File: src/inc/warn_pkg.sv
package warn_pkg;
   localparam int DEV_W = 32;
   localparam int PCT_W = 8;
   localparam int LVL_W = 24;
   localparam int OPT_N = 4;
   localparam int MTYPE_W = 8;
   localparam int WARN_N = 15;
   localparam logic [7:0] PCT_DIV = 8'h64;
   // Register byte addresses
   localparam logic [7:0] ADDR_CTRL = 8'h00;
   localparam logic [7:0] ADDR_DEV_LVL = 8'h04;
   localparam logic [7:0] ADDR_SON_LVL = 8'h08;
   localparam logic [7:0] ADDR_WARN = 8'h0C;
   localparam logic [7:0] ADDR_CODE = 8'h10;
   localparam logic [7:0] ADDR_OPT = 8'h14;
   localparam logic [7:0] ADDR_MTYPE = 8'h18;
   localparam logic [7:0] ADDR_UTIL = 8'h1C;
   // Control and utility register fields
   localparam int CTRL_CODE_SEL = 0;
   localparam int CTRL_NO_DETECT = 1;
   localparam int CTRL_VIB_ALARM = 2;
   localparam int CTRL_WR_PROHIBIT = 3;
   localparam logic [3:0] CTRL_RESET = 4'h0;
   localparam int UTIL_OPT_CLR = 0;
   localparam int UTIL_MTYPE_CLR = 1;
   localparam int UTIL_ALM_RST = 2;
   // Warning index order, first has highest output priority
   localparam int W_DEV = 0;
   localparam int W_SON = 1;
   localparam int W_OVL = 2;
   localparam int W_VIB = 3;
   localparam int W_TCTL = 4;
   localparam int W_TPWR = 5;
   localparam int W_REGEN = 6;
   localparam int W_DB = 7;
   localparam int W_FAN = 8;
   localparam int W_BAT = 9;
   localparam int W_PRM = 10;
   localparam int W_RIP = 11;
   localparam int W_UV = 12;
   localparam int W_OT = 13;
   localparam int W_PM = 14;
   localparam logic [2:0] CODE_HHH = 3'h7;
   localparam logic [2:0] CODE_LHH = 3'h3;
   localparam logic [2:0] CODE_HLH = 3'h5;
   localparam logic [2:0] CODE_LLH = 3'h1;
   localparam logic [2:0] CODE_HHL = 3'h6;
   localparam logic [2:0] CODE_LLL = 3'h0;
   localparam logic [2:0] CODE_HLL = 3'h4;
   localparam logic [2:0] CODE_IDLE = 3'h7;

   typedef struct packed {
      logic overload;
      logic vibration;
      logic temp_ctrl;
      logic temp_power;
      logic regen_overload;
      logic brake_overload;
      logic fan_stopped;
      logic battery_low;
      logic restart_params;
      logic ripple_mismatch;
      logic undervoltage;
      logic overtravel;
      logic part_worn;
   } cond_t;

   typedef struct packed {
      logic [OPT_N-1:0] present;
      logic [OPT_N-1:0] model_bad;
      logic [OPT_N-1:0] hw_error;
   } option_t;

   typedef enum logic [1:0] {
      MT_IDLE = 2'b00,
      MT_LOAD = 2'b01,
      MT_RUN = 2'b11
   } mt_state_t;
endpackage

File: src/design/servo_warning_code_encoder.sv
// Design decisions made here: the address map and the APB interface to the registers.
`timescale 1ns/10ps
module servo_warning_code_encoder
   import warn_pkg::*;
#(
   parameter int DEV_WIDTH = DEV_W,
   parameter logic [OPT_N-1:0] OPT_EXPECT = {OPT_N{1'b0}}
) (
   input wire logic pclk,
   input wire logic presetn,
   input wire logic psel,
   input wire logic penable,
   input wire logic pwrite,
   input wire logic [7:0] paddr,
   input wire logic [31:0] pwdata,
   output logic [31:0] prdata,
   output logic pready,
   output logic pslverr,
   input wire logic [DEV_WIDTH-1:0] position_deviation,
   input wire logic servo_on,
   input wire logic vib_detect,
   input wire cond_t cond_in,
   input wire option_t option_in,
   input wire logic [MTYPE_W-1:0] motor_type,
   input wire logic [MTYPE_W-1:0] stored_motor_type,
   input wire logic stored_opt_alarm,
   input wire logic stored_mtype_alarm,
   output logic code_out_bit_a,
   output logic code_out_bit_b,
   output logic code_out_bit_c,
   output logic warning_active,
   output logic vibration_alarm,
   output logic option_alarm,
   output logic motor_type_alarm,
   output logic [MTYPE_W-1:0] motor_type_save
);

   logic [3:0] ctrl;
   logic [LVL_W-1:0] excess_position_error_level;
   logic [PCT_W-1:0] deviation_warning_percent;
   logic [LVL_W-1:0] servo_on_deviation_level;
   logic [PCT_W-1:0] servo_on_deviation_warning_percent;
   cond_t c_m;
   cond_t c_s;
   option_t o_m;
   option_t o_s;
   logic servo_on_m;
   logic servo_on_s;
   logic servo_on_d;
   logic vib_m;
   logic vib_s;
   logic [WARN_N-1:0] raw;
   logic [WARN_N-1:0] warn;
   logic son_warn;
   logic [OPT_N-1:0] opt_latched;
   logic [2:0] next_code;
   logic next_active;
   mt_state_t mt_state;
   logic wr;
   logic rd;
   logic [31:0] next_prdata;
   logic opt_clr;
   logic mtype_clr;
   logic alm_rst;
   logic vib_hit;
   logic opt_stored;

   // Compare dev*100 against level*percent, avoids a divider
   function automatic logic over_limit(input logic [DEV_WIDTH-1:0] dev,
                                       input logic [LVL_W-1:0] lvl,
                                       input logic [PCT_W-1:0] pct);
      logic [DEV_WIDTH+PCT_W-1:0] lhs;
      logic [LVL_W+PCT_W-1:0] rhs;
      lhs = dev * PCT_DIV;
      rhs = lvl * pct;
      over_limit = (DEV_WIDTH + PCT_W)'(lhs)
                   > (DEV_WIDTH + PCT_W + LVL_W)'(rhs);
   endfunction

   // Pins from the drive's sensors cross two stages first
   always_ff @(posedge pclk or negedge presetn) begin
      if (!presetn) begin
         c_m <= '0;
         c_s <= '0;
         o_m <= '0;
         o_s <= '0;
         servo_on_m <= 1'b0;
         servo_on_s <= 1'b0;
         servo_on_d <= 1'b0;
         vib_m <= 1'b0;
         vib_s <= 1'b0;
      end else begin
         c_m <= cond_in;
         c_s <= c_m;
         o_m <= option_in;
         o_s <= o_m;
         servo_on_m <= servo_on;
         servo_on_s <= servo_on_m;
         servo_on_d <= servo_on_s;
         vib_m <= vib_detect;
         vib_s <= vib_m;
      end
   end

   // Vibration may come from its own pin or from the condition word
   assign vib_hit = vib_s || c_s.vibration;

   // Writes act at the access edge; reads are captured at setup
   assign wr = psel && penable && pwrite;
   assign rd = psel && !penable && !pwrite;
   // Dedicated resets are blocked while writes are prohibited
   assign opt_clr = wr && paddr == ADDR_UTIL && pwdata[UTIL_OPT_CLR]
                    && !ctrl[CTRL_WR_PROHIBIT];
   assign mtype_clr = wr && paddr == ADDR_UTIL && pwdata[UTIL_MTYPE_CLR]
                      && !ctrl[CTRL_WR_PROHIBIT];
   assign alm_rst = wr && paddr == ADDR_UTIL && pwdata[UTIL_ALM_RST];

   always_ff @(posedge pclk or negedge presetn) begin
      if (!presetn) begin
         ctrl <= CTRL_RESET;
         excess_position_error_level <= '1;
         deviation_warning_percent <= PCT_DIV;
         servo_on_deviation_level <= '1;
         servo_on_deviation_warning_percent <= PCT_DIV;
      end else if (wr) begin
         unique case (paddr)
            ADDR_CTRL: ctrl <= pwdata[3:0];
            ADDR_DEV_LVL: begin
               excess_position_error_level <= pwdata[LVL_W-1:0];
               deviation_warning_percent <= pwdata[31:LVL_W];
            end
            ADDR_SON_LVL: begin
               servo_on_deviation_level <= pwdata[LVL_W-1:0];
               servo_on_deviation_warning_percent <= pwdata[31:LVL_W];
            end
            default: ;
         endcase
      end
   end

   // Servo-on check samples only the turn-on edge; the alarm reset
   // or servo off clears it, since the edge never repeats by itself
   always_ff @(posedge pclk or negedge presetn) begin
      if (!presetn) begin
         son_warn <= 1'b0;
      end else if (servo_on_s && !servo_on_d
                   && over_limit(position_deviation,
                                 servo_on_deviation_level,
                                 servo_on_deviation_warning_percent)) begin
         son_warn <= 1'b1;
      end else if (alm_rst || !servo_on_s) begin
         son_warn <= 1'b0;
      end
   end

   always_comb begin
      raw = '0;
      raw[W_DEV] = over_limit(position_deviation,
                              excess_position_error_level,
                              deviation_warning_percent);
      raw[W_SON] = son_warn;
      raw[W_OVL] = c_s.overload;
      raw[W_VIB] = vib_hit && !ctrl[CTRL_VIB_ALARM];
      raw[W_TCTL] = c_s.temp_ctrl;
      raw[W_TPWR] = c_s.temp_power;
      raw[W_REGEN] = c_s.regen_overload;
      raw[W_DB] = c_s.brake_overload;
      raw[W_FAN] = c_s.fan_stopped;
      raw[W_BAT] = c_s.battery_low;
      raw[W_PRM] = c_s.restart_params;
      raw[W_RIP] = c_s.ripple_mismatch;
      raw[W_UV] = c_s.undervoltage;
      raw[W_OT] = c_s.overtravel && servo_on_s;
      raw[W_PM] = c_s.part_worn;
   end

   // Undervoltage survives the no-detect setting
   always_comb begin
      warn = raw;
      if (ctrl[CTRL_NO_DETECT]) begin
         warn = '0;
         warn[W_UV] = raw[W_UV];
      end
   end

   // Lowest index wins when several warnings stand at once
   always_comb begin
      next_code = CODE_IDLE;
      next_active = 1'b0;
      for (int i = WARN_N - 1; i >= 0; i--) begin
         if (warn[i]) begin
            next_active = 1'b1;
            unique case (i)
               W_DEV, W_SON: next_code = CODE_HHH;
               W_OVL, W_VIB: next_code = CODE_LHH;
               W_BAT: next_code = CODE_LLH;
               W_PRM, W_RIP: next_code = CODE_HHL;
               W_UV: next_code = CODE_LLL;
               W_OT: next_code = CODE_HLL;
               default: next_code = CODE_HLH;
            endcase
         end
      end
   end

   always_ff @(posedge pclk or negedge presetn) begin
      if (!presetn) begin
         code_out_bit_a <= 1'b0;
         code_out_bit_b <= 1'b0;
         code_out_bit_c <= 1'b0;
         warning_active <= 1'b0;
         vibration_alarm <= 1'b0;
      end else begin
         warning_active <= next_active;
         if (ctrl[CTRL_CODE_SEL] && next_active) begin
            code_out_bit_a <= next_code[2];
            code_out_bit_b <= next_code[1];
            code_out_bit_c <= next_code[0];
         end else begin
            code_out_bit_a <= 1'b0;
            code_out_bit_b <= 1'b0;
            code_out_bit_c <= 1'b0;
         end
         if (vib_hit && ctrl[CTRL_VIB_ALARM]) begin
            vibration_alarm <= 1'b1;
         end else if (alm_rst) begin
            vibration_alarm <= 1'b0;
         end
      end
   end

   // Option alarms: set beats clear; a standing hardware error cannot be cleared
   // Checks wait for the run state so the reset value of the
   // synchroniser is never mistaken for a missing module
   always_ff @(posedge pclk or negedge presetn) begin
      if (!presetn) begin
         opt_latched <= '0;
         opt_stored <= 1'b0;
         option_alarm <= 1'b0;
      end else begin
         for (int i = 0; i < OPT_N; i++) begin
            if (mt_state == MT_RUN
                && (o_s.hw_error[i]
                    || o_s.present[i] != OPT_EXPECT[i]
                    || (o_s.present[i] && o_s.model_bad[i]))) begin
               opt_latched[i] <= 1'b1;
            end else if (opt_clr) begin
               opt_latched[i] <= 1'b0;
            end
         end
         // A stored alarm is taken once at start-up; after that only
         // its own reset clears it, like a freshly found one
         if (mt_state == MT_LOAD && stored_opt_alarm) begin
            opt_stored <= 1'b1;
         end else if (opt_clr) begin
            opt_stored <= 1'b0;
         end
         option_alarm <= |opt_latched || |o_s.hw_error
                         || opt_stored;
      end
   end

   // Motor type compared once after reset against the saved type
   always_ff @(posedge pclk or negedge presetn) begin
      if (!presetn) begin
         mt_state <= MT_IDLE;
         motor_type_alarm <= 1'b0;
         motor_type_save <= '0;
      end else begin
         unique case (mt_state)
            MT_IDLE: mt_state <= MT_LOAD;
            MT_LOAD: begin
               mt_state <= MT_RUN;
               motor_type_save <= stored_motor_type;
               if (motor_type != stored_motor_type
                   || stored_mtype_alarm) begin
                  motor_type_alarm <= 1'b1;
               end
            end
            MT_RUN: begin
               if (mtype_clr) begin
                  motor_type_alarm <= 1'b0;
                  motor_type_save <= motor_type;
               end
            end
            default: mt_state <= MT_IDLE;
         endcase
      end
   end

   always_comb begin
      next_prdata = '0;
      unique case (paddr)
         ADDR_CTRL: next_prdata[3:0] = ctrl;
         ADDR_DEV_LVL: next_prdata = {deviation_warning_percent,
                                      excess_position_error_level};
         ADDR_SON_LVL: next_prdata = {servo_on_deviation_warning_percent,
                                      servo_on_deviation_level};
         ADDR_WARN: next_prdata[WARN_N-1:0] = warn;
         ADDR_CODE: next_prdata[3:0] = {next_active, next_code};
         ADDR_OPT: next_prdata[2*OPT_N-1:0] = {o_s.hw_error, opt_latched};
         ADDR_MTYPE: next_prdata[MTYPE_W:0] = {motor_type_alarm,
                                               motor_type};
         default: next_prdata = '0;
      endcase
   end

   // Every access completes in its first access cycle, with no wait cycle
   always_ff @(posedge pclk or negedge presetn) begin
      if (!presetn) begin
         prdata <= '0;
         pready <= 1'b0;
         pslverr <= 1'b0;
      end else begin
         pready <= psel && !penable;
         pslverr <= psel && !penable && paddr > ADDR_UTIL;
         // A refused access loads zero so no stale word rides with it
         if (rd || (psel && !penable && paddr > ADDR_UTIL)) begin
            prdata <= next_prdata;
         end
      end
   end

endmodule

File: config.mk
export PLATFORM = sky130hd
export DESIGN_NAME = servo_warning_code_encoder
export DESIGN_NICKNAME = d
export VERILOG_FILES = /design/src/inc/warn_pkg.sv /design/src/design/servo_warning_code_encoder.sv
export SDC_FILE = /design/constraint.sdc
export NUM_CORES = 1
export LEC_CHECK = 0
export BUFFER_PORTS_ARGS = -buffer_cell sky130_fd_sc_hd__buf_2
export CORE_ASPECT_RATIO = 1.2
export CORE_MARGIN = 5
export CORE_UTILIZATION = 25
export CTS_BUF_LIST = sky130_fd_sc_hd__clkbuf_8
export CTS_CLUSTER_DIAMETER = 80
export CTS_CLUSTER_SIZE = 10
export DETAILED_ROUTE_END_ITERATION = 10
export GPL_TIMING_DRIVEN = 0
export SLEW_MARGIN = 20
export SYNTH_ARGS = -nofsm -noshare
export SYNTH_HDL_FRONTEND = slang
export SYNTH_SLANG_ARGS = --single-unit
File: constraint.sdc
create_clock -name pclk -period 16.8 [get_ports pclk]
set_clock_uncertainty 0.15 [all_clocks]
set_input_delay 0.84 -clock pclk [delete_from_list [all_inputs] [get_ports pclk]]
set_output_delay 0.84 -clock pclk [all_outputs]
set_load 0.05 [all_outputs]
# Yosys cells after proc, flatten, opt, wreduce, memory -nomap -nowiden
# Index checks and enable logic that the tools add are counted.
totals:
  reg_bits: 180
  input_bits: 122
  out_inout_bits: 49
  elab_cells: 196
classes:
  mul: 3
  n_lt_le_gt_ge: 3
  eq_ne: 12
  mux: 55
  n_reduce_logical: 63
ops:
  columns: ["operator", "count"]
  rows:
  - ["greater-than comparator 39 x 32 -> 1 bit", 2]
  - ["multiplier 24 x 8 -> 32 bit", 2]
  - ["two-way mux 3 bit", 14]
  - ["multiplier 32 x 5 -> 37 bit, second input constant", 1]
  - ["case mux 17 bit (2 select lines)", 1]
  - ["== test 8 x 5 -> 1 bit, second input constant", 4]
  - ["two-way mux 1 bit", 30]
  - ["case mux 4 bit (7 select lines)", 1]
  - ["logical AND 1 bit", 26]
  - ["case mux 4 bit (5 select lines)", 1]
  - ["case mux 6 bit (3 select lines)", 1]
  - ["== test 8 x 4 -> 1 bit, second input constant", 2]
  - ["case mux 8 bit (2 select lines)", 1]
  - ["nonzero test 2 bit", 8]
  - ["two-way mux 15 bit", 1]
  - ["logical OR 1 bit", 14]
  - ["== test 8 x 3 -> 1 bit, second input constant", 1]
  - ["greater-than comparator 8 x 5 -> 1 bit, second input constant", 1]
  - ["zero test 8 bit", 1]
  - ["two-way mux 8 bit", 1]
  - ["inequality test 8 bit", 1]
  - ["AND reduction 2 bit", 4]
  - ["OR reduction 4 bit", 2]
  - ["zero test 1 bit", 6]
  - ["10 further kinds", 10]

# Depth between registers and ports, before layout
# Gate-level depths: netlist of the first run.
depth:
  depth_word: 20
  ltp_mapped: 32
  depth_no_buf: 31

# Least setup slack after synthesis of the first run
# OpenSTA, ideal clock, no wires.
synth_timing:
  kind: "reg-to-reg"
  startpoint: "register deviation_warning_percent[6]"
  endpoint: "register prdata[0]"
  setup_ns: 0.090
  arrival_ns: 6.971
  required_ns: 16.560
  path_slack_ns: 9.589
  stages_incl_launch_ff: 31
  path_buffers: 1
  synth_period_minus_slack_ns: 7.211
  cell_sequence: "dfstp_2 > clkbuf_1 > nand2_1 > fa_1 > fa_1 > inv_1 > fa_1 > inv_1 > fa_1 > inv_1 > ha_1 > and3_1 > a2111oi_1 > nor4_1 > o22ai_1 > o21bai_1 > a21o_1 > a21o_1 > o31a_1 > xnor2_1 > ha_1 > nand4_1 > nor2_1 > nand2_1 > nor4_1 > a21boi_0 > nor4_1 > a211o_1 > nand3b_1 > nor2_1 > o221ai_1"
synth_between:
  elab_chain_cells: 5
synth_rtl:
  columns: ["item", "line", "text"]
  rows:
  - ["start, declared", "servo_warning_code_encoder.sv:40", "logic [PCT_W-1:0] deviation_warning_percent;"]
  - ["start signal, assigned", "servo_warning_code_encoder.sv:130", "deviation_warning_percent <= pwdata[31:LVL_W];"]
  - ["multiplier 24 x 8 -> 32 bit *", "servo_warning_code_encoder.sv:75", "rhs = lvl * pct;"]
  - ["greater-than comparator 39 x 32 -> 1 bit *", "servo_warning_code_encoder.sv:77", "> (DEV_WIDTH + PCT_W + LVL_W)'(rhs);"]
  - ["two-way mux 15 bit *", "servo_warning_code_encoder.sv:180", "if (ctrl[CTRL_NO_DETECT]) begin"]
  - ["two-way mux 3 bit", "servo_warning_code_encoder.sv:191", "if (warn[i]) begin"]
  - ["case mux 4 bit (7 select lines) *", "servo_warning_code_encoder.sv:293", "unique case (paddr)"]
  - ["end signal, assigned", "servo_warning_code_encoder.sv:319", "prdata <= next_prdata;"]
  - ["end, declared", "servo_warning_code_encoder.sv:16", "output logic [31:0] prdata,"]
# Mark *: on every way between the ends. The rest lies on a longest branch, timed or not.
# A chain may end at the register's enable or synchronous reset.

# Worst setup path in the final report of the first run
layout_timing:
  startpoint: "register deviation_warning_percent[6]"
  endpoint: "register code_out_bit_a"
layout_between:
  elab_chain_cells: 6
  word_cells_on_any_way: 7
  cone_classes: "mul (1); order compare (1); mux (4); reduce/logical (1)"
layout_rtl:
  columns: ["item", "line", "text"]
  rows:
  - ["multiplier 24 x 8 -> 32 bit *", "servo_warning_code_encoder.sv:75", null]
  - ["greater-than comparator 39 x 32 -> 1 bit *", "servo_warning_code_encoder.sv:77", null]
  - ["two-way mux 15 bit *", "servo_warning_code_encoder.sv:180", null]
  - ["two-way mux 1 bit", "servo_warning_code_encoder.sv:191", null]
  - ["logical AND 1 bit", "servo_warning_code_encoder.sv:215", "if (ctrl[CTRL_CODE_SEL] && next_active) begin"]
  - ["two-way mux 1 bit *", "servo_warning_code_encoder.sv:215", null]
  - ["end signal, assigned", "servo_warning_code_encoder.sv:216", "code_out_bit_a <= next_code[2];"]
  - ["end, declared", "servo_warning_code_encoder.sv:28", "output logic code_out_bit_a,"]
# Marks and branches as above.

==> results.md, run 1 <==
* CP startpoint: deviation_warning_percent[6]
* Starting Density at 0.251
* Clock latency on the worst-skew pair at 490 ps
* Global-route wire length before repair at 106000 um
* Number of synthesized flops with an enable pin at 0
* Drt wl/cell at 16.5 um
* RSZ-0062 raised after global routing: false
* Reg2Reg Depth at 30
* DR iter-0 viols at 1032
* Top FF cell, synth: dfrtp_1
* Pre-CTS setup slack at 7350 ps
* Crit-path most repeated cell: fa_1
* Reg2reg setup slack at 7350 ps
* Drt first pass iters at 5
* FF-to-FF Start: deviation_warning_percent[6]
* Std cell rows at 123
* Final Cell Area at 26300 um2
* Crit end category: register
* Status: finished clean
* Slew headroom at 0.428
* Clk buf depth at 2
* FF+latch count, synth at 172
* Max cap viols at 0
* H-tree depth at 4
* DRC at 0
* Fin nets at 3401
* Die H at 345 um
* Multi-input logic area at 17100 um2
* Mean Syn Cell Area at 9.23 um2
* Num CTS Buffers at 17
* Placed cell area at 25900 um2
* Netlist Area Pre-Place at 23400 um2
* CP max FO at 10
* Lkg Pwr at 13.2 nW
* Syn Inst Count at 2538
* Cts hold-fix bufs at 0
* Total core area at 93400 um2
* Crit share post-route at 0.562
* DR vias/cell at 4.57
* Async S/R FF share, synth at 1.00
* Number of global-route vias before repair at 19120
* Final Wtd Congestion at 0.870
* Syn_nets at 3215
* Slew at the pin with the worst max-slew slack at 852 ps
* Layout cells sized above 1 at 0.126
* Largest net degree at the start of global routing at 101
* Slowest cell on crit path: dfstp_2
* Final Instance Count excl. Fillers at 3991
* GRT overflow at 0
* HP Class: in2async
* Tmin final at 9450 ps
* Crit Reg-Reg Endpoint: code_out_bit_a
* CP endpoint: code_out_bit_a
* Fmax at 106 MHz
* Max Slew Vio Count at 0
* Critical path data arrival time at 9690 ps
* Vias post-DR at 18232
* Filler cell count at 10004
* Initial antenna violation count at 8
* DP Wirelength at 56800 um
* Register area share after synthesis at 0.187
* PD cells at 54.4 nW/um2
* Total clock sinks at 172
* Clock tree from TritonCTS: done
* CTS Root Cell: clkbuf_8
* Final hold vios at 0
* GRT Overall Usage at 0.132
* Post-Route WL at 66000 um
* Peak supply drop at 0.0000698 V
* Die width at 289 um
* Final setup fails at 0
* Die footprint at 99900 um2
* CTS resizes at 0
* Post-CTS Repair Setup Buffers at 0
* Clock-pin slew on the worst setup and hold paths at 90 ps
* Cell count after placement at 3955
* Antenna Nets Post-Route at 0
* CP required at 17040 ps
* Critical Path Max Stage Delay at 680 ps
* Startpoint Class: register
* Synth-to-Final Area Change at 12.1%
* Setup TNS at 0 ps
* CP Class: reg2reg
* Slack of the critical path at 7350 ps
* Register area at 4370 um2
* Port bufs at 166
* YS warnings at 0
* Unique masters post-synth at 74
* I/O pin total at 171
Yosys cell counts (all sizes together) (6+ instances only):
cell | number | area, um2
nor2 | 107 | 402
nor3 | 25 | 125
a22oi | 16 | 120
o21a | 18 | 135
a211oi | 9 | 67.6
a221oi | 20 | 188
mux2i | 11 | 110
inv | 417 | 1570
nand2 | 239 | 900
dfrtp | 118 | 2950
nand3 | 29 | 145
a21o | 49 | 368
a222oi | 7 | 70.1
ha | 264 | 3300
xnor2 | 54 | 473
fa | 291 | 5830
nand2b | 20 | 125
a31oi | 20 | 125
o21ai | 81 | 409
clkbuf | 89 | 334
or2 | 6 | 37.5
o31ai | 6 | 58.8
buf | 15 | 63.8
nand4 | 24 | 165
mux2 | 68 | 766
or3 | 7 | 43.8
a21oi | 97 | 489
nor4 | 13 | 81.3
xor2 | 35 | 307
o21bai | 18 | 135
and2 | 232 | 1450
nor2b | 10 | 62.6
dfstp | 54 | 1420
and3 | 10 | 62.6
where the power goes:
part | switching, mW | leakage (nW) | internal (mW) | total (mW)
Combinational | 0.424 | 11.0 | 0.265 | 0.689
Clock | 0.160 | 0.207 | 0.135 | 0.295
Sequential | 0.0120 | 1.98 | 0.433 | 0.445
Total | 0.596 | 13.2 | 0.832 | 1.43
cell type report:
| type | instances | share of cell area |
|---|---|---|
| multi-input cells | 1845 | 0.651 |
| flip-flops and latches | 172 | 0.166 |
| inverters | 417 | 0.0596 |
| well taps | 1250 | 0.0596 |
| repair buffers | 167 | 0.0331 |
| plain buffers | 104 | 0.0152 |
| clock buffers | 17 | 0.00891 |
| clock inverters | 15 | 0.00615 |
| diodes | 4 | 0.000381 |
critical path, delay by kind of cell (launching register included):
family / cells / cell delay, ps
compound gates: 8 / 2700
fa+ha+maj: 6 / 2650
simple gates: 11 / 2160
flops: 1 / 680
buf+inv: 4 / 630
xor+xnor: 1 / 350
per-layer routing:
layer / share of wire / vias to the layer above / GRT usage / routed length, um
li1: - / 8621 / - / -
met1: 0.43 / 9098 / 0.172 / 28600
met2: 0.50 / 431 / 0.232 / 33300
met3: 0.039 / 78 / 0.0133 / 2570
met4: 0.022 / 4 / 0.0363 / 1470
met5: 0.00023 / - / 0 / 15
sequential cells by signal, indices dropped and copies added, names as in the netlist, 2 cells and up:
| register | flops |
|---|---|
| opt_latched | 4 |
| servo_on_deviation_warning_percent | 8 |
| o_m | 8 |
| mt_state | 2 |
| servo_on_deviation_level | 24 |
| c_s | 13 |
| deviation_warning_percent | 8 |
| o_s | 8 |
| c_m | 13 |
| excess_position_error_level | 24 |
| ctrl | 4 |
| motor_type_save | 8 |
| prdata | 32 |
worst min-delay path by stage:
| stage | slack (ps) | to | depth (start not counted) | start |
|---|---|---|---|---|
| after floorplan | 180 | c_s[0] | 0 | c_m[0] |
| after detailed placement | 180 | c_s[2] | 0 | c_m[2] |
| after global routing | 180 | o_m[11] | 1 | presetn |
| final | 150 | o_m[11] | 1 | presetn |
| after global placement | 180 | c_s[5] | 0 | c_m[5] |
| after CTS | 140 | o_m[11] | 1 | presetn |
placed cells by master (no fill, tap or decap), types with 35 or more instances in the layout:
cell	n
inv_1	419
fa_1	291
ha_1	264
nand2_1	238
and2_1	232
buf_2	171
dfrtp_1	118
nor2_1	107
a21oi_1	96
clkbuf_1	89
o21ai_0	78
mux2_2	68
xnor2_1	54
dfstp_2	54
a21o_1	49
xor2_1	35
kinds of logic (layout without fill, tap and decap cells):
group,Yosys count,in the layout,share of synthesized area
AO/OA/AOI/OAI,385,385,0.109
XOR/XNOR,89,89,0.0333
adder cells (fa/ha/maj),555,555,0.390
buffers and inverters,521,720,0.0838
flip-flops,172,172,0.187
multiplexers,79,79,0.0374
other,0,4,0
AND/OR/NAND/NOR,737,737,0.160
through the flow:
stage           util  hold WS [ps]  power [mW]
2_1_floorplan      -           181       0.934
3_3_place_gp   0.276           183        1.13
3_5_place_dp   0.277           185        1.14
4_1_cts        0.281           143        1.44
5_1_grt        0.281           179        1.54
6_report       0.281           147        1.43
Power figures use the tool's default switching activity.
==> run 2: changes to the inputs <==
==> constraint.sdc (replaced) <==
create_clock -name pclk -period 8.15 [get_ports pclk]
set_clock_uncertainty 0.15 [all_clocks]
set_input_delay 0.4075 -clock pclk [delete_from_list [all_inputs] [get_ports pclk]]
set_output_delay 0.4075 -clock pclk [all_outputs]
set_load 0.05 [all_outputs]
==> run 2 against run 1 <==
Clock power up 110%; register-to-register slack worse by 7000 ps; hold slack worse by 110 ps; largest cell class unchanged; maximum frequency up 20%; sequential share of layout area down 0.40 points; worst setup slack worse by 7000 ps; core utilization up 0.72 points; final area up 2.6%.
==> results.md, run 2 (same netlist as run 1, synthesis figures left out) <==
* I/O pin total at 171
* Total clock sinks at 172
* Final Hold Slack at 41.1 ps
* Status: finished clean
* Fmax at 127 MHz
* Port bufs at 166
* DR vias/cell at 4.57
* Drt wl/cell at 16.5 um
* Crit end category: register
* Clk buf depth at 2
* Clock-pin slew on the worst setup and hold paths at 100 ps
* Max Slew Vio Count at 0
* GRT Overall Usage at 0.133
* Largest register FFs at 32
* Biggest register: prdata
* Die footprint at 99900 um2
* Cell count after placement at 3955
* Final Instance Count excl. Fillers at 4031
* Die H at 345 um
* Layout cells sized above 1 at 0.145
* PD cells at 112 nW/um2
* Num CTS Buffers at 17
* Vias post-DR at 18419
* Slew headroom at 0.425
* Max cap viols at 0
* Starting Density at 0.251
* Initial antenna violation count at 6
* Drt first pass iters at 5
* Fin nets at 3441
* Crit share post-route at 0.963
* Number of global-route vias before repair at 19341
* DR iter-0 viols at 961
* Final hold vios at 0
* Slack of the critical path at 304 ps
* Std cell rows at 123
* CP required at 8410 ps
* Final Wtd Congestion at 0.870
* H-tree depth at 4
* Lkg Pwr at 13.6 nW
* CP Class: reg2reg
* HP Class: in2reg
* DP Wirelength at 56800 um
* Crit-path most repeated cell: fa_1
* Placed cell area at 25900 um2
* CP max FO at 10
* Largest net degree at the start of global routing at 101
* Die width at 289 um
* Clock tree from TritonCTS: done
* RSZ-0062 raised after global routing: true
* Final Cell Area at 26900 um2
* Slowest cell on crit path: dfstp_2
* Setup TNS at 0 ps
* DRC at 0
* Final setup fails at 0
* Tmin final at 7850 ps
* Synth-to-Final Area Change at 15.0%
* CTS Root Cell: clkbuf_8
* Startpoint Class: register
* Top Registers: prdata (32), excess_position_error_level (24), servo_on_deviation_level (24)
* Critical path data arrival time at 8100 ps
* Pre-CTS setup slack at -1300 ps
* Peak supply drop at 0.000146 V
* Post-Route WL at 66400 um
* Commonest non-fill, non-tap cells in the layout: inv_1, fa_1, ha_1
* Critical Path Max Stage Delay at 620 ps
* Clock latency on the worst-skew pair at 500 ps
* Leading cell type in the layout, fill and taps excluded: inv_1
* GRT overflow at 0
* Global-route wire length before repair at 106000 um
* Antenna Nets Post-Route at 0
* Slew at the pin with the worst max-slew slack at 856 ps
* Total core area at 93400 um2
run 2: cell types whose count changed in the layout (fill, tap and decap cells not counted), moves of 4 or more:
cell	change
a21oi_1	-4
a21oi_2	+4
buf_4	+9
clkbuf_1	-27
clkbuf_2	+11
clkbuf_4	+4
dfrtp_1	-4
dfrtp_2	+4
dlygate4sd3_1	+41
nor4_1	-4
o21ai_0	-4
run 2: power breakdown:
group          internal, mW  switching, mW  leakage (nW)  total, mW
Sequential            0.892         0.0276          1.98      0.920
Combinational         0.584          0.905          11.4       1.49
Clock                 0.278          0.331         0.207      0.608
run 2: stage by stage:
stage	utilization	power, mW
after detailed placement	0.277	2.36
after global routing	0.288	3.26
after global placement	0.276	2.33
final	0.288	3.02
after floorplan	-	1.92
after CTS	0.287	3.01
run 2: repair_timing:
item                       CTS  global route
hold endpoints to repair   107             0
setup endpoints to repair    9             9
resized for setup           42            40
gates cloned                 0             0
hold buffers                41             0
setup buffers                3             5
pin swaps                    1            12
run 2: worst paths after layout:
path                                               from                               endpoint  slack (ps)  cells after the start
setup / recovery           deviation_warning_percent[2]                              prdata[0]         300                     32
hold / removal                               pwdata[22]           servo_on_deviation_level[22]          40                      2
setup reg to reg           deviation_warning_percent[2]                              prdata[0]         300                     32
hold reg to reg                                  o_m[8]                                 o_s[8]         190                      0
max in group asynchronous                       presetn  servo_on_deviation_warning_percent[2]        6620                      3
min in group asynchronous                       presetn                                 o_s[9]         330                      2
run 2: layout make-up:
| cell class | count | area (um2) |
|---|---|---|
| fillers | 9940 | 66500 |
| plain buffers | 95 | 417 |
| diodes | 4 | 10.0 |
| clock buffers | 17 | 234 |
| clock inverters | 15 | 161 |
| multi-input cells | 1845 | 17300 |
| repair buffers | 216 | 1340 |
| inverters | 417 | 1570 |
| well taps | 1250 | 1560 |
| flip-flops and latches | 172 | 4380 |
run 2: worst max-delay path: cells and delay by family (launching register included):
family	cells	cell delay [ps]
AO/OA/AOI/OAI	8	1680
adder cells (fa/ha/maj)	6	2670
AND/OR/NAND/NOR	12	1880
XOR/XNOR	1	190
buffers and inverters	5	560
flip-flops	1	620
run 2: per-layer routing:
layer	routed length [um]	global-route usage	vias to the layer above	share of wire
met5	29	0	-	0.00044
met4	1900	0.0374	6	0.029
met3	2610	0.0175	97	0.039
met2	33200	0.233	440	0.50
met1	28600	0.170	9166	0.43
li1	-	-	8710	-
==> run 3: changes to the inputs <==
--- a/config.mk
+++ b/config.mk
@@ -5,7 +5,7 @@
 export SDC_FILE = /design/constraint.sdc
 export NUM_CORES = 1
 export LEC_CHECK = 0
-export BUFFER_PORTS_ARGS = -buffer_cell sky130_fd_sc_hd__buf_2
+export BUFFER_PORTS_ARGS = -buffer_cell sky130_fd_sc_hd__buf_4
 export CORE_ASPECT_RATIO = 1.2
 export CORE_MARGIN = 5
 export CORE_UTILIZATION = 25
@@ -14,6 +14,7 @@
 export CTS_CLUSTER_SIZE = 10
 export DETAILED_ROUTE_END_ITERATION = 10
 export GPL_TIMING_DRIVEN = 0
+export MAX_ROUTING_LAYER = met4
 export SLEW_MARGIN = 20
 export SYNTH_ARGS = -nofsm -noshare
 export SYNTH_HDL_FRONTEND = slang
==> run 3 against run 2 <==
Flip-flop and latch count is the same; via count grew 0.52%; global-route usage grew 0.46 points; non-clock buffer count grew 3; wire length grew 0.61%; critical endpoint unchanged; largest power group unchanged; highest routed layer is now met4.
==> results.md, run 3 (same netlist as run 1, synthesis figures left out) <==
* Max cap viols at 0
* Crit share post-route at 0.964
* CP required at 8390 ps
* Slew at the pin with the worst max-slew slack at 802 ps
* Antenna Nets Post-Route at 0
* Die footprint at 99900 um2
* RSZ-0062 raised after global routing: true
* Lkg Pwr at 13.7 nW
* Leading cell type in the layout, fill and taps excluded: inv_1
* GRT overflow at 0
* Multi-input logic area at 17200 um2
* Clk buf depth at 2
* Filler cell count at 9932
* Drt first pass iters at 5
* Startpoint Class: register
* Drt wl/cell at 16.6 um
* Port bufs at 166
* Synth-to-Final Area Change at 16.9%
* Starting Density at 0.251
* Top Registers: prdata (32), excess_position_error_level (24), servo_on_deviation_level (24)
* Layout cells sized above 1 at 0.144
* Total clock sinks at 172
* Clock tree from TritonCTS: done
* Peak supply drop at 0.000161 V
* CTS Root Cell: clkbuf_8
* Clock latency on the worst-skew pair at 480 ps
* DR iter-0 viols at 1037
* Slew headroom at 0.461
* Final setup fails at 0
* Status: finished clean
* Biggest register: prdata
* DP Wirelength at 56800 um
* Total power at 3.09 mW
* Crit-path most repeated cell: fa_1
* Number of global-route vias before repair at 19489
* CP Class: reg2reg
* Fin nets at 3444
* CP max FO at 10
* Largest register FFs at 32
* H-tree depth at 4
* Largest net degree at the start of global routing at 101
* Slowest cell on crit path: fa_1
* Final Wtd Congestion at 0.898
* Fmax at 127 MHz
* PD cells at 113 nW/um2
* Reg2Reg Depth at 30
* Std cell rows at 123
* Initial antenna violation count at 7
* Num CTS Buffers at 17
* Post-Route WL at 66800 um
* Slack of the critical path at 291 ps
* Commonest non-fill, non-tap cells in the layout: inv_1, fa_1, ha_1
* Clock-pin slew on the worst setup and hold paths at 90 ps
* Vias post-DR at 18515
* Total core area at 93400 um2
* Register area at 4380 um2
* I/O pin total at 171
* Max Slew Vio Count at 0
* Global-route wire length before repair at 107000 um
* HP Class: in2reg
* Tmin final at 7860 ps
* GRT Overall Usage at 0.137
* Crit end category: register
* Die width at 289 um
* DRC at 0
* Pre-CTS setup slack at -1300 ps
* Hold depth at 2
* Critical path data arrival time at 8100 ps
* DR vias/cell at 4.59
* Final hold vios at 0
* Die H at 345 um
* Critical Path Max Stage Delay at 560 ps
run 3: changes by cell type in the layout (fill, tap and decap cells not counted), moves of 2 or more:
cell and delta:
buf_4 +168, buf_2 -164, a21oi_1 +3, a21oi_2 -3
dlygate4sd3_1 +3, bufinv_16 +2, clkbuf_1 -2, nor4_2 +2
nor4_4 -2
run 3: final cells by class:
type | instances | share of cell area
multi-input cells | 1845 | 0.629
clock buffers | 17 | 0.00854
plain buffers | 93 | 0.0148
inverters | 417 | 0.0572
clock inverters | 15 | 0.00759
flip-flops and latches | 172 | 0.160
diodes | 3 | 0.000274
repair buffers | 221 | 0.0656
well taps | 1250 | 0.0571
run 3: final timing paths:
| kind | from | slack, ps | endpoint |
|---|---|---|---|
| worst max-delay path | deviation_warning_percent[7] | 290 | prdata[0] |
| min in group asynchronous | presetn | 370 | o_m[9] |
| worst max register to register | deviation_warning_percent[7] | 290 | prdata[0] |
| max in group asynchronous | presetn | 6570 | deviation_warning_percent[4] |
| worst min-delay path | pwdata[31] | 40 | deviation_warning_percent[7] |
| worst min register to register | o_m[8] | 200 | o_s[8] |
run 3: critical path, delay by kind of cell (launching register included):
family	cells	cell delay [ps]
compound gates	9	2360
xor+xnor	1	170
fa+ha+maj	6	2780
buf+inv	4	430
flops	1	480
simple gates	10	1370
run 3: per-layer routing:
layer / vias to the layer above / share of wire / track usage
li1: 8724 / - / -
met1: 9220 / 0.43 / 0.174
met2: 461 / 0.50 / 0.233
met3: 110 / 0.040 / 0.0107
met4: 0 / 0.033 / 0.0433
met5: - / 0 / -
run 3: metrics by stage:
stage,TNS (ps),cells,hold WS [ps],instance area (um2),utilization
after floorplan,0,2538,-38.1,23400,-
after global placement,-10650,3954,184,26200,0.281
after detailed placement,-10530,3955,185,26300,0.281
after CTS,0,4030,0.00638,27300,0.292
after global routing,-0.863,4033,12.9,27400,0.293
final,0,4033,38.8,27400,0.293
run 3: timing repair:
action                     4_1_cts  5_1_grt
setup endpoints to repair        9        9
hold endpoints to repair       114        0
hold buffers                    44        0
pin swaps                        1        9
gates resized for setup         41       35
buffers inserted                 3        7
run 3: power by group:
| part | internal (mW) | switching (mW) | total (mW) | leakage, nW |
|---|---|---|---|---|
| Sequential | 0.892 | 0.0289 | 0.921 | 1.98 |
| Combinational | 0.602 | 0.895 | 1.50 | 11.5 |
| Clock | 0.339 | 0.331 | 0.670 | 0.224 |
